**config.mk**
```make
export PLATFORM = sky130hd
export DESIGN_NAME = pwm_interval_timer
export DESIGN_NICKNAME = d
export VERILOG_FILES = /design/src/core/pwm_timer_pkg.sv /design/src/core/pwm_interval_timer.sv
export VERILOG_INCLUDE_DIRS = /design/src /design/src/core
export SDC_FILE = /design/constraint.sdc
export NUM_CORES = 1
export LEC_CHECK = 0
export BUFFER_PORTS_ARGS = -buffer_cell sky130_fd_sc_hd__buf_4
export CORE_ASPECT_RATIO = 1.75
export CORE_MARGIN = 2
export CORE_UTILIZATION = 57
export CTS_BUF_LIST = sky130_fd_sc_hd__clkbuf_8
export DETAILED_ROUTE_END_ITERATION = 8
export GPL_ROUTABILITY_DRIVEN = 0
export HOLD_SLACK_MARGIN = 0.12
export PLACE_DENSITY = 0.89
export SLEW_MARGIN = 20
export SYNTH_ARGS = -nofsm -noshare
export SYNTH_HDL_FRONTEND = slang
export SYNTH_SLANG_ARGS = --single-unit
```
**constraint.sdc**
```tcl
create_clock -name mclk -period 3.2 [get_ports mclk]
set_clock_uncertainty 0.2 [all_clocks]
set_input_delay 0.32 -clock mclk [delete_from_list [all_inputs] [get_ports mclk]]
set_output_delay 0.32 -clock mclk [all_outputs]
set_load 0.05 [all_outputs]
```
**src/core/pwm_timer_consts.svh**
```systemverilog
// Purpose: Offsets, field positions and reset values of the PWM interval timer
// Assumes: Included by its bare name
// Notes: Word offsets on the plain register port
`ifndef PWM_TIMER_CONSTS_SVH
`define PWM_TIMER_CONSTS_SVH
`define ADDR_W 4
`define OFF_CTRL 4'h0
`define OFF_HIGH 4'h1
`define OFF_LOW 4'h2
`define OFF_INTV 4'h3
`define OFF_FRZ_SET 4'h4
`define OFF_FRZ_CLR 4'h5
`define OFF_CLKCFG 4'h6
`define OFF_IRQ_STAT 4'h7
`define OFF_IRQ_MASK 4'h8
`define CTRL_RUN 0
`define CTRL_SRC 1
`define CTRL_DIV10 2
`define CTRL_CLKHI 3
`define CLK_GATE 0
`define CLK_DIV_LO 1
`define CLK_DIV_HI 2
`define ZERO16 16'h0000
`define DIV10_LAST 4'h9
`define SLOW_CNT_LAST 12'hee3
`define RSTVAL_DIV 2'h0
`endif

```
**src/core/pwm_timer_pkg.sv**
```systemverilog
// Purpose: Types of the PWM interval timer
// Assumes: Constants come from the header
// Notes: Types only
package pwm_timer_pkg;
   typedef struct packed {
      logic timer_run_bit;
      logic clock_source_select;
      logic interval_div_by_ten;
      logic clocked_high_mode;
   } ctrl_t;
   typedef struct packed {
      logic peripheral_timer_clock_gate;
      logic [1:0] fast_clock_divider;
   } clkcfg_t;
   typedef struct packed {
      ctrl_t ctrl;
      clkcfg_t clk;
      logic [15:0] high_phase_reload;
      logic [15:0] low_phase_reload;
      logic [15:0] interval_reload;
      logic timer_freeze_bit;
      logic irq_stat;
      logic irq_mask;
      logic [15:0] pwm_phase_counter;
      logic [15:0] interval_counter;
      logic [15:0] high_shadow;
      logic [15:0] low_shadow;
      logic low_phase;
      logic started;
      logic clk_phase;
      logic [2:0] fast_cnt;
      logic [11:0] slow_cnt;
      logic [3:0] div10_cnt;
      logic pwm_true_output;
      logic pwm_inverted_output;
      logic interval_interrupt;
      logic [15:0] rdata;
   } state_t;
endpackage

```
**src/core/pwm_interval_timer.sv**
```systemverilog
// Purpose: Dual reload PWM generator with interval interrupt timer
// Assumes: 125 MHz mclk; the slow clock is an approximate tick from mclk
// Notes: Reads return data one cycle after the read strobe
// Notes on behaviour
// Counters and three reload registers reset to zero.
// Inverted output always equals the inverse of the true output.
// Slow clock by default; fast rates need select bit and clock gate.
// Divide-by-ten option slows only the interval counter.
// On run, PWM counter loads high reload, interval counter loads its reload.
// At zero, PWM counter alternates high/low shadows; output follows phase.
// Clocked-high mode toggles output at half timer clock during high phase.
// Interval at zero waits for low-phase PWM zero, then interrupt and reload.
// Reload writes reach shadows only when both counters zero in low phase.
// Start-up state is all zero so an interrupt fires at start.
// Disabled timer holds timer counters, shadows and phase in reset; control, reload, freeze and interrupt registers keep their values.
// Reading reloads returns live counters.
// Freeze set stops counting; freeze clear resumes.
// Period is high reload plus one plus low reload plus one.
// Interrupt interval is interval reload plus one ticks, rounded up to whole PWM periods.
// Software: 16-bit timing uses interval reload, phase reloads zero.
// Software: 17-bit timing uses 65535 high, remainder low, interval zero.
// Software: fast divider zero when slow clock is chosen.
`include "pwm_timer_consts.svh"
`timescale 1ns/1ps
`default_nettype none
module pwm_interval_timer
   import pwm_timer_pkg::*;
(
   input wire logic mclk,
   input wire logic sys_rst,
   input wire logic [`ADDR_W-1:0] addr,
   input wire logic [15:0] wdata,
   input wire logic wr_stb,
   input wire logic rd_stb,
   output logic [15:0] rdata,
   output logic pwm_true_output,
   output logic pwm_inverted_output,
   output logic interval_interrupt,
   output logic irq
);
   state_t s_q;
   state_t s_d;
   logic fast_tick;
   logic tick;
   logic intv_tick;
   logic pwm_zero;
   logic both_zero_low;
   logic [2:0] fast_last;
   logic nxt_out;

   // Fast rate divider limit: 125, 62.5, 31.25, 15.625 MHz steps from the fast path
   function automatic logic [2:0] div_last(input logic [1:0] d);
      case (d)
         2'h0: div_last = 3'h0;
         2'h1: div_last = 3'h1;
         2'h2: div_last = 3'h3;
         default: div_last = 3'h7;
      endcase
   endfunction

   // Timer tick select; the fast path stays dead without its clock gate
   always_comb begin
      fast_last = div_last(s_q.clk.fast_clock_divider);
      fast_tick = (s_q.fast_cnt == fast_last) && s_q.clk.peripheral_timer_clock_gate;
      if (s_q.ctrl.clock_source_select) begin
         tick = fast_tick;
      end else begin
         tick = (s_q.slow_cnt == `SLOW_CNT_LAST);
      end
      intv_tick = tick && (!s_q.ctrl.interval_div_by_ten || s_q.div10_cnt == `DIV10_LAST);
      pwm_zero = (s_q.pwm_phase_counter == `ZERO16);
      both_zero_low = pwm_zero && s_q.low_phase && (s_q.interval_counter == `ZERO16);
   end

   // Next state of the whole block
   always_comb begin
      s_d = s_q;
      s_d.interval_interrupt = 1'b0;
      s_d.rdata = `ZERO16;
      s_d.fast_cnt = (s_q.fast_cnt >= fast_last) ? 3'h0 : s_q.fast_cnt + 3'h1;
      s_d.slow_cnt = (s_q.slow_cnt == `SLOW_CNT_LAST) ? 12'h000 : s_q.slow_cnt + 12'h001;
      // Register writes
      if (wr_stb) begin
         if (addr == `OFF_CTRL) begin
            s_d.ctrl.timer_run_bit = wdata[`CTRL_RUN];
            s_d.ctrl.clock_source_select = wdata[`CTRL_SRC];
            s_d.ctrl.interval_div_by_ten = wdata[`CTRL_DIV10];
            s_d.ctrl.clocked_high_mode = wdata[`CTRL_CLKHI];
         end else if (addr == `OFF_HIGH) begin
            s_d.high_phase_reload = wdata;
         end else if (addr == `OFF_LOW) begin
            s_d.low_phase_reload = wdata;
         end else if (addr == `OFF_INTV) begin
            s_d.interval_reload = wdata;
         end else if (addr == `OFF_FRZ_SET) begin
            if (wdata[0]) s_d.timer_freeze_bit = 1'b1;
         end else if (addr == `OFF_FRZ_CLR) begin
            if (wdata[0]) s_d.timer_freeze_bit = 1'b0;
         end else if (addr == `OFF_CLKCFG) begin
            s_d.clk.peripheral_timer_clock_gate = wdata[`CLK_GATE];
            s_d.clk.fast_clock_divider = wdata[`CLK_DIV_HI:`CLK_DIV_LO];
         end else if (addr == `OFF_IRQ_STAT) begin
            if (wdata[0]) s_d.irq_stat = 1'b0;
         end else if (addr == `OFF_IRQ_MASK) begin
            s_d.irq_mask = wdata[0];
         end
      end
      // Register reads; reload addresses show live counters
      if (rd_stb) begin
         if (addr == `OFF_CTRL) begin
            s_d.rdata = {12'h000, s_q.ctrl.clocked_high_mode, s_q.ctrl.interval_div_by_ten,
                         s_q.ctrl.clock_source_select, s_q.ctrl.timer_run_bit};
         end else if (addr == `OFF_HIGH || addr == `OFF_LOW) begin
            s_d.rdata = s_q.pwm_phase_counter;
         end else if (addr == `OFF_INTV) begin
            s_d.rdata = s_q.interval_counter;
         end else if (addr == `OFF_FRZ_SET) begin
            s_d.rdata = {15'h0000, s_q.timer_freeze_bit};
         end else if (addr == `OFF_CLKCFG) begin
            s_d.rdata = {13'h0000, s_q.clk.fast_clock_divider, s_q.clk.peripheral_timer_clock_gate};
         end else if (addr == `OFF_IRQ_STAT) begin
            s_d.rdata = {15'h0000, s_q.irq_stat};
         end else if (addr == `OFF_IRQ_MASK) begin
            s_d.rdata = {15'h0000, s_q.irq_mask};
         end
      end
      // Timer core; disabled clears timer counters, shadows and phase, while the registers keep their values
      if (!s_q.ctrl.timer_run_bit) begin
         s_d.pwm_phase_counter = `ZERO16;
         s_d.interval_counter = `ZERO16;
         s_d.high_shadow = `ZERO16;
         s_d.low_shadow = `ZERO16;
         s_d.low_phase = 1'b1;
         s_d.started = 1'b0;
         s_d.clk_phase = 1'b0;
         s_d.div10_cnt = 4'h0;
      end else if (!s_q.started) begin
         // Zero counters in low phase: start-up behaves as a completed cycle
         s_d.started = 1'b1;
      end else if (tick && !s_q.timer_freeze_bit) begin
         s_d.clk_phase = !s_q.clk_phase;
         if (s_q.ctrl.interval_div_by_ten) begin
            s_d.div10_cnt = (s_q.div10_cnt == `DIV10_LAST) ? 4'h0 : s_q.div10_cnt + 4'h1;
         end
         if (both_zero_low) begin
            s_d.interval_interrupt = 1'b1;
            s_d.interval_counter = s_q.interval_reload;
            s_d.pwm_phase_counter = s_q.high_phase_reload;
            s_d.high_shadow = s_q.high_phase_reload;
            s_d.low_shadow = s_q.low_phase_reload;
            s_d.low_phase = 1'b0;
         end else begin
            if (pwm_zero) begin
               s_d.low_phase = !s_q.low_phase;
               s_d.pwm_phase_counter = s_q.low_phase ? s_q.high_shadow : s_q.low_shadow;
            end else begin
               s_d.pwm_phase_counter = s_q.pwm_phase_counter - 16'h0001;
            end
            if (intv_tick && s_q.interval_counter != `ZERO16) begin
               s_d.interval_counter = s_q.interval_counter - 16'h0001;
            end
         end
      end
      // Start-up interrupt and reloads come from the first run cycle, before any tick
      if (!s_q.started && s_q.ctrl.timer_run_bit) begin
         s_d.interval_interrupt = 1'b1;
         s_d.interval_counter = s_q.interval_reload;
         s_d.pwm_phase_counter = s_q.high_phase_reload;
         s_d.high_shadow = s_q.high_phase_reload;
         s_d.low_shadow = s_q.low_phase_reload;
         s_d.low_phase = 1'b0;
      end
      // Sticky status: set wins over a clear in the same cycle
      if (s_d.interval_interrupt) s_d.irq_stat = 1'b1;
      // Outputs from the next phase
      nxt_out = !s_d.low_phase && s_d.started;
      if (s_q.ctrl.clocked_high_mode && nxt_out) begin
         nxt_out = s_d.clk_phase;
      end
      s_d.pwm_true_output = nxt_out;
      s_d.pwm_inverted_output = !nxt_out;
   end

   // Single state register
   always_ff @(posedge mclk) begin
      if (sys_rst) begin
         s_q <= '0;
         s_q.low_phase <= 1'b1;
         s_q.pwm_inverted_output <= 1'b1;
         s_q.clk.fast_clock_divider <= `RSTVAL_DIV;
      end else begin
         s_q <= s_d;
      end
   end

   // Outputs straight from flip-flops
   always_ff @(posedge mclk) begin
      if (sys_rst) begin
         irq <= 1'b0;
      end else begin
         irq <= s_d.irq_stat && s_d.irq_mask;
      end
   end
   assign rdata = s_q.rdata;
   assign pwm_true_output = s_q.pwm_true_output;
   assign pwm_inverted_output = s_q.pwm_inverted_output;
   assign interval_interrupt = s_q.interval_interrupt;
endmodule
`default_nettype wire

```
==> reports/qor.txt <==
RUN STATUS
------------------------------------------------------------------------------
Run status                                                        finished, final reports clean

YOSYS
------------------------------------------------------------------------------
Number of synthesized register bits                                        164
Post-synth ARST share                                                        0
Most repeated cell in the gate-level netlist after synthesis      sky130_fd_sc_hd__dfxtp_1
Post-synth EDFFs                                                             0
Cells after synthesis                                                      862
Post-synthesis instance area                                          7460 um2
Warnings, synthesis                                                          0
Register area share after synthesis                                      0.440
Number of distinct library cells after synthesis                            66
Primary FF master, synth                                          sky130_fd_sc_hd__dfxtp_1
Top post-synthesis cells by count                                 sky130_fd_sc_hd__dfxtp_1 (164), sky130_fd_sc_hd__nand2_1 (119), sky130_fd_sc_hd__nor2_1 (79)
Yosys top cell area share                                                0.440
Yosys top cell by area                                            sky130_fd_sc_hd__dfxtp_1
Mean post-synth cell area                                             8.65 um2
Most area-consuming cells after synthesis                         sky130_fd_sc_hd__dfxtp_1 (44%), sky130_fd_sc_hd__nand2_1 (6.0%), sky130_fd_sc_hd__a22o_1 (4.6%)
Post-Synthesis Net Count                                                   896

GRT
------------------------------------------------------------------------------
Antenna violations before repair                                             0
Number of global-route vias before repair                                 6852
Total routing resource utilization after global routing                  0.307
Global-route wire length before repair                                34200 um
Global route total overflow                                                  0
Largest net degree at the start of global routing                           69

ROUTING
------------------------------------------------------------------------------
Detailed Routing Iterations Pass 1                                           5
Routed Wire Length                                                    21400 um
Final routed DRC violation total                                             0
Average wire length per cell after detail routing                      19.4 um
Starting DRT DRC Count                                                     781
Routed Antenna Nets                                                          0
Vias per Instance                                                         6.39
Vias after detailed routing                                               7028

STA
------------------------------------------------------------------------------
Period utilisation layout                                                0.936
Fin crit period                                                        2990 ps
Unrepaired setup endpoints after global routing                          false
Fmax                                                                   334 MHz
Final setup violation count                                                  0
Least-Margin Pin Slew                                                   895 ps
Hold slack                                                              251 ps
Slew margin rel.                                                         0.399
Final worst setup slack                                                 205 ps
Count of final max-slew check failures                                       0
Final Hold Fails                                                             0
Setup TNS                                                                 0 ps

CLOCK TREE
------------------------------------------------------------------------------
Count of cells resized by post-cts repair                                    0
Number of buffers on the longest clock path                                  2
Insertion delay of the later-clocked pin in the worst-skew pair         470 ps
Clock tree from TritonCTS                                                  yes
Clock root buffer                                                 sky130_fd_sc_hd__clkbuf_8
Total clock buffers created by CTS                                          17
CTS clock-pin slew for the worst setup and hold paths                    90 ps
Clock H-tree levels                                                          4
CTS sink count                                                             164

PLACED DESIGN
------------------------------------------------------------------------------
Instance area at placement                                            7930 um2
Dpl hpwl                                                              14500 um
# placed instances                                                        1044
Pre-CTS setup slack                                                     280 ps
Count of input and output buffers                                           43

WORST SETUP PATH
------------------------------------------------------------------------------
Setup slack of the most critical reg-to-reg path                        210 ps
Required time worst endpoint                                           3410 ps
Element type at the critical path end                                     flop
Largest fanout on the critical path                                          6
Endpoint arrival time on the critical path                             3210 ps
Kind of start point of the critical path                                  flop
Longest individual stage delay on the worst path                        510 ps
Critical path class                                                    reg2reg
Critical-path cell list                                           or4_4 > or3_1 > nor3_2 > ha_1 > mux2i_1 > o21ai_0 > buf_4 > and2_1 > a32o_1
Critical-path top delay cell                                      sky130_fd_sc_hd__or4_4

CELLS AND AREA
------------------------------------------------------------------------------
Final instance area                                                   8520 um2
Fraction of layout cells with a size suffix above 1                      0.142
Final core utilization                                                   0.662
Number of antenna cells inserted                                             0
Area added between synthesis and finish                                  14.3%
Final non-filler cell total                                               1099
Count of nets after finishing                                              951

POWER
------------------------------------------------------------------------------
Pleak                                                                  3.32 nW
Total power consumption of the routed design                           3.60 mW
Pwr dens                                                            423 nW/um2
Max rail drop VDD                                                   0.000290 V

FLOORPLANNING
------------------------------------------------------------------------------
Die H                                                                   155 um
Die W                                                                  90.5 um
Area of the core region                                              12900 um2
Effective utilization at floorplan                                       0.580
Std-Cell Rows                                                               55
Floorplan die area                                                   14100 um2
Top-level port count                                                        44

HOLD PATH
------------------------------------------------------------------------------
Worst min path class                                                   reg2reg

FLOW RUN
------------------------------------------------------------------------------
Number of violations of the max-capacitance limit                            0

## kinds of logic (layout without fill, tap and decap cells)
logic type	Yosys count	in the layout	share of synthesized area
compound gates	231	231	0.211
xor+xnor	23	23	0.0280
fa+ha+maj	10	10	0.0168
buf+inv	91	157	0.0614
flops	164	164	0.440
mux	36	36	0.0492
simple gates	307	307	0.193
## critical path: cells and delay by family (launching register included)
kind / cells / cell delay (ps)
flops: 1 / 380
simple gates: 4 / 1370
buf+inv: 1 / 200
fa+ha+maj: 1 / 240
mux: 1 / 80
compound gates: 2 / 470
## routing by layer
metal,global-route usage,part of all wire,vias up
li1,-,-,3191
met1,0.340,0.36,3272
met2,0.520,0.49,430
met3,0.0571,0.078,135
met4,0.229,0.068,0
met5,0,0,-
## state kept, by name, summed over array words and instances (netlist names)
register and cells:
interval_interrupt 1, s_q 144, rdata 16, irq 1
pwm_true_output 1, pwm_inverted_output 1
## where the power goes
group / total (mW) / switching [mW] / internal [mW] / leakage [nW]
Sequential: 2.06 / 0.0125 / 2.05 / 1.32
Combinational: 0.166 / 0.0978 / 0.0680 / 1.82
Clock: 1.37 / 0.806 / 0.569 / 0.181
Total: 3.60 / 0.916 / 2.69 / 3.32
## cells in the final DEF (no fill, tap or decap), types with 4 or more instances in the layout
cell / synthesis / layout
sky130_fd_sc_hd__dfxtp_1: 164 / 164
sky130_fd_sc_hd__nand2_1: 119 / 119
sky130_fd_sc_hd__buf_4: 18 / 79
sky130_fd_sc_hd__nor2_1: 79 / 77
sky130_fd_sc_hd__a21oi_1: 66 / 66
sky130_fd_sc_hd__a22o_1: 39 / 39
sky130_fd_sc_hd__o21ai_0: 33 / 33
sky130_fd_sc_hd__mux2i_1: 31 / 31
sky130_fd_sc_hd__dlygate4sd3_1: 0 / 25
sky130_fd_sc_hd__nand3_1: 23 / 23
sky130_fd_sc_hd__inv_1: 21 / 21
sky130_fd_sc_hd__a22oi_1: 18 / 18
sky130_fd_sc_hd__clkbuf_8: 0 / 18
sky130_fd_sc_hd__nor3_1: 15 / 15
sky130_fd_sc_hd__nor4_1: 13 / 13
sky130_fd_sc_hd__xor2_1: 12 / 12
sky130_fd_sc_hd__o221ai_1: 11 / 11
sky130_fd_sc_hd__a31oi_1: 10 / 10
sky130_fd_sc_hd__xnor2_1: 10 / 10
sky130_fd_sc_hd__ha_1: 10 / 10
sky130_fd_sc_hd__and3_1: 8 / 8
sky130_fd_sc_hd__or4_1: 6 / 6
sky130_fd_sc_hd__nand4_1: 6 / 6
sky130_fd_sc_hd__nand2b_1: 6 / 6
sky130_fd_sc_hd__inv_6: 0 / 6
sky130_fd_sc_hd__mux2_2: 5 / 5
sky130_fd_sc_hd__o32ai_1: 5 / 5
sky130_fd_sc_hd__nor2b_1: 5 / 5
sky130_fd_sc_hd__a21o_1: 5 / 5
sky130_fd_sc_hd__o211ai_1: 5 / 5
sky130_fd_sc_hd__a32o_1: 5 / 5
sky130_fd_sc_hd__or2_2: 4 / 4
sky130_fd_sc_hd__nor3b_1: 4 / 4
sky130_fd_sc_hd__o31ai_1: 4 / 4
sky130_fd_sc_hd__and2_1: 4 / 4
sky130_fd_sc_hd__o22ai_1: 4 / 4
sky130_fd_sc_hd__a32oi_1: 4 / 4
## what timing repair did
action / in CTS / in global routing
hold buffers: 25 / 0
buffers inserted: 0 / 0
endpoints found under the hold margin: 64 / 0
## worst paths after layout
path	cells after the start	to	startpoint
worst min register to register	1	s_q[35]	s_q[35]
worst max-delay path	9	s_q[88]	s_q[93]
worst max register to register	9	s_q[88]	s_q[93]
worst min-delay path	1	s_q[35]	s_q[35]
## layout make-up
| type | instances | area, um2 |
|---|---|---|
| timing repair buffer | 105 | 863 |
| clock buffer | 18 | 248 |
| multi-input combinational | 607 | 3730 |
| clock inverter | 12 | 97.6 |
| sequential | 164 | 3280 |
| tap | 171 | 214 |
| inverter | 22 | 82.6 |
| fill | 1023 | 4350 |
Note: power is estimated with default switching activity, not from simulation.
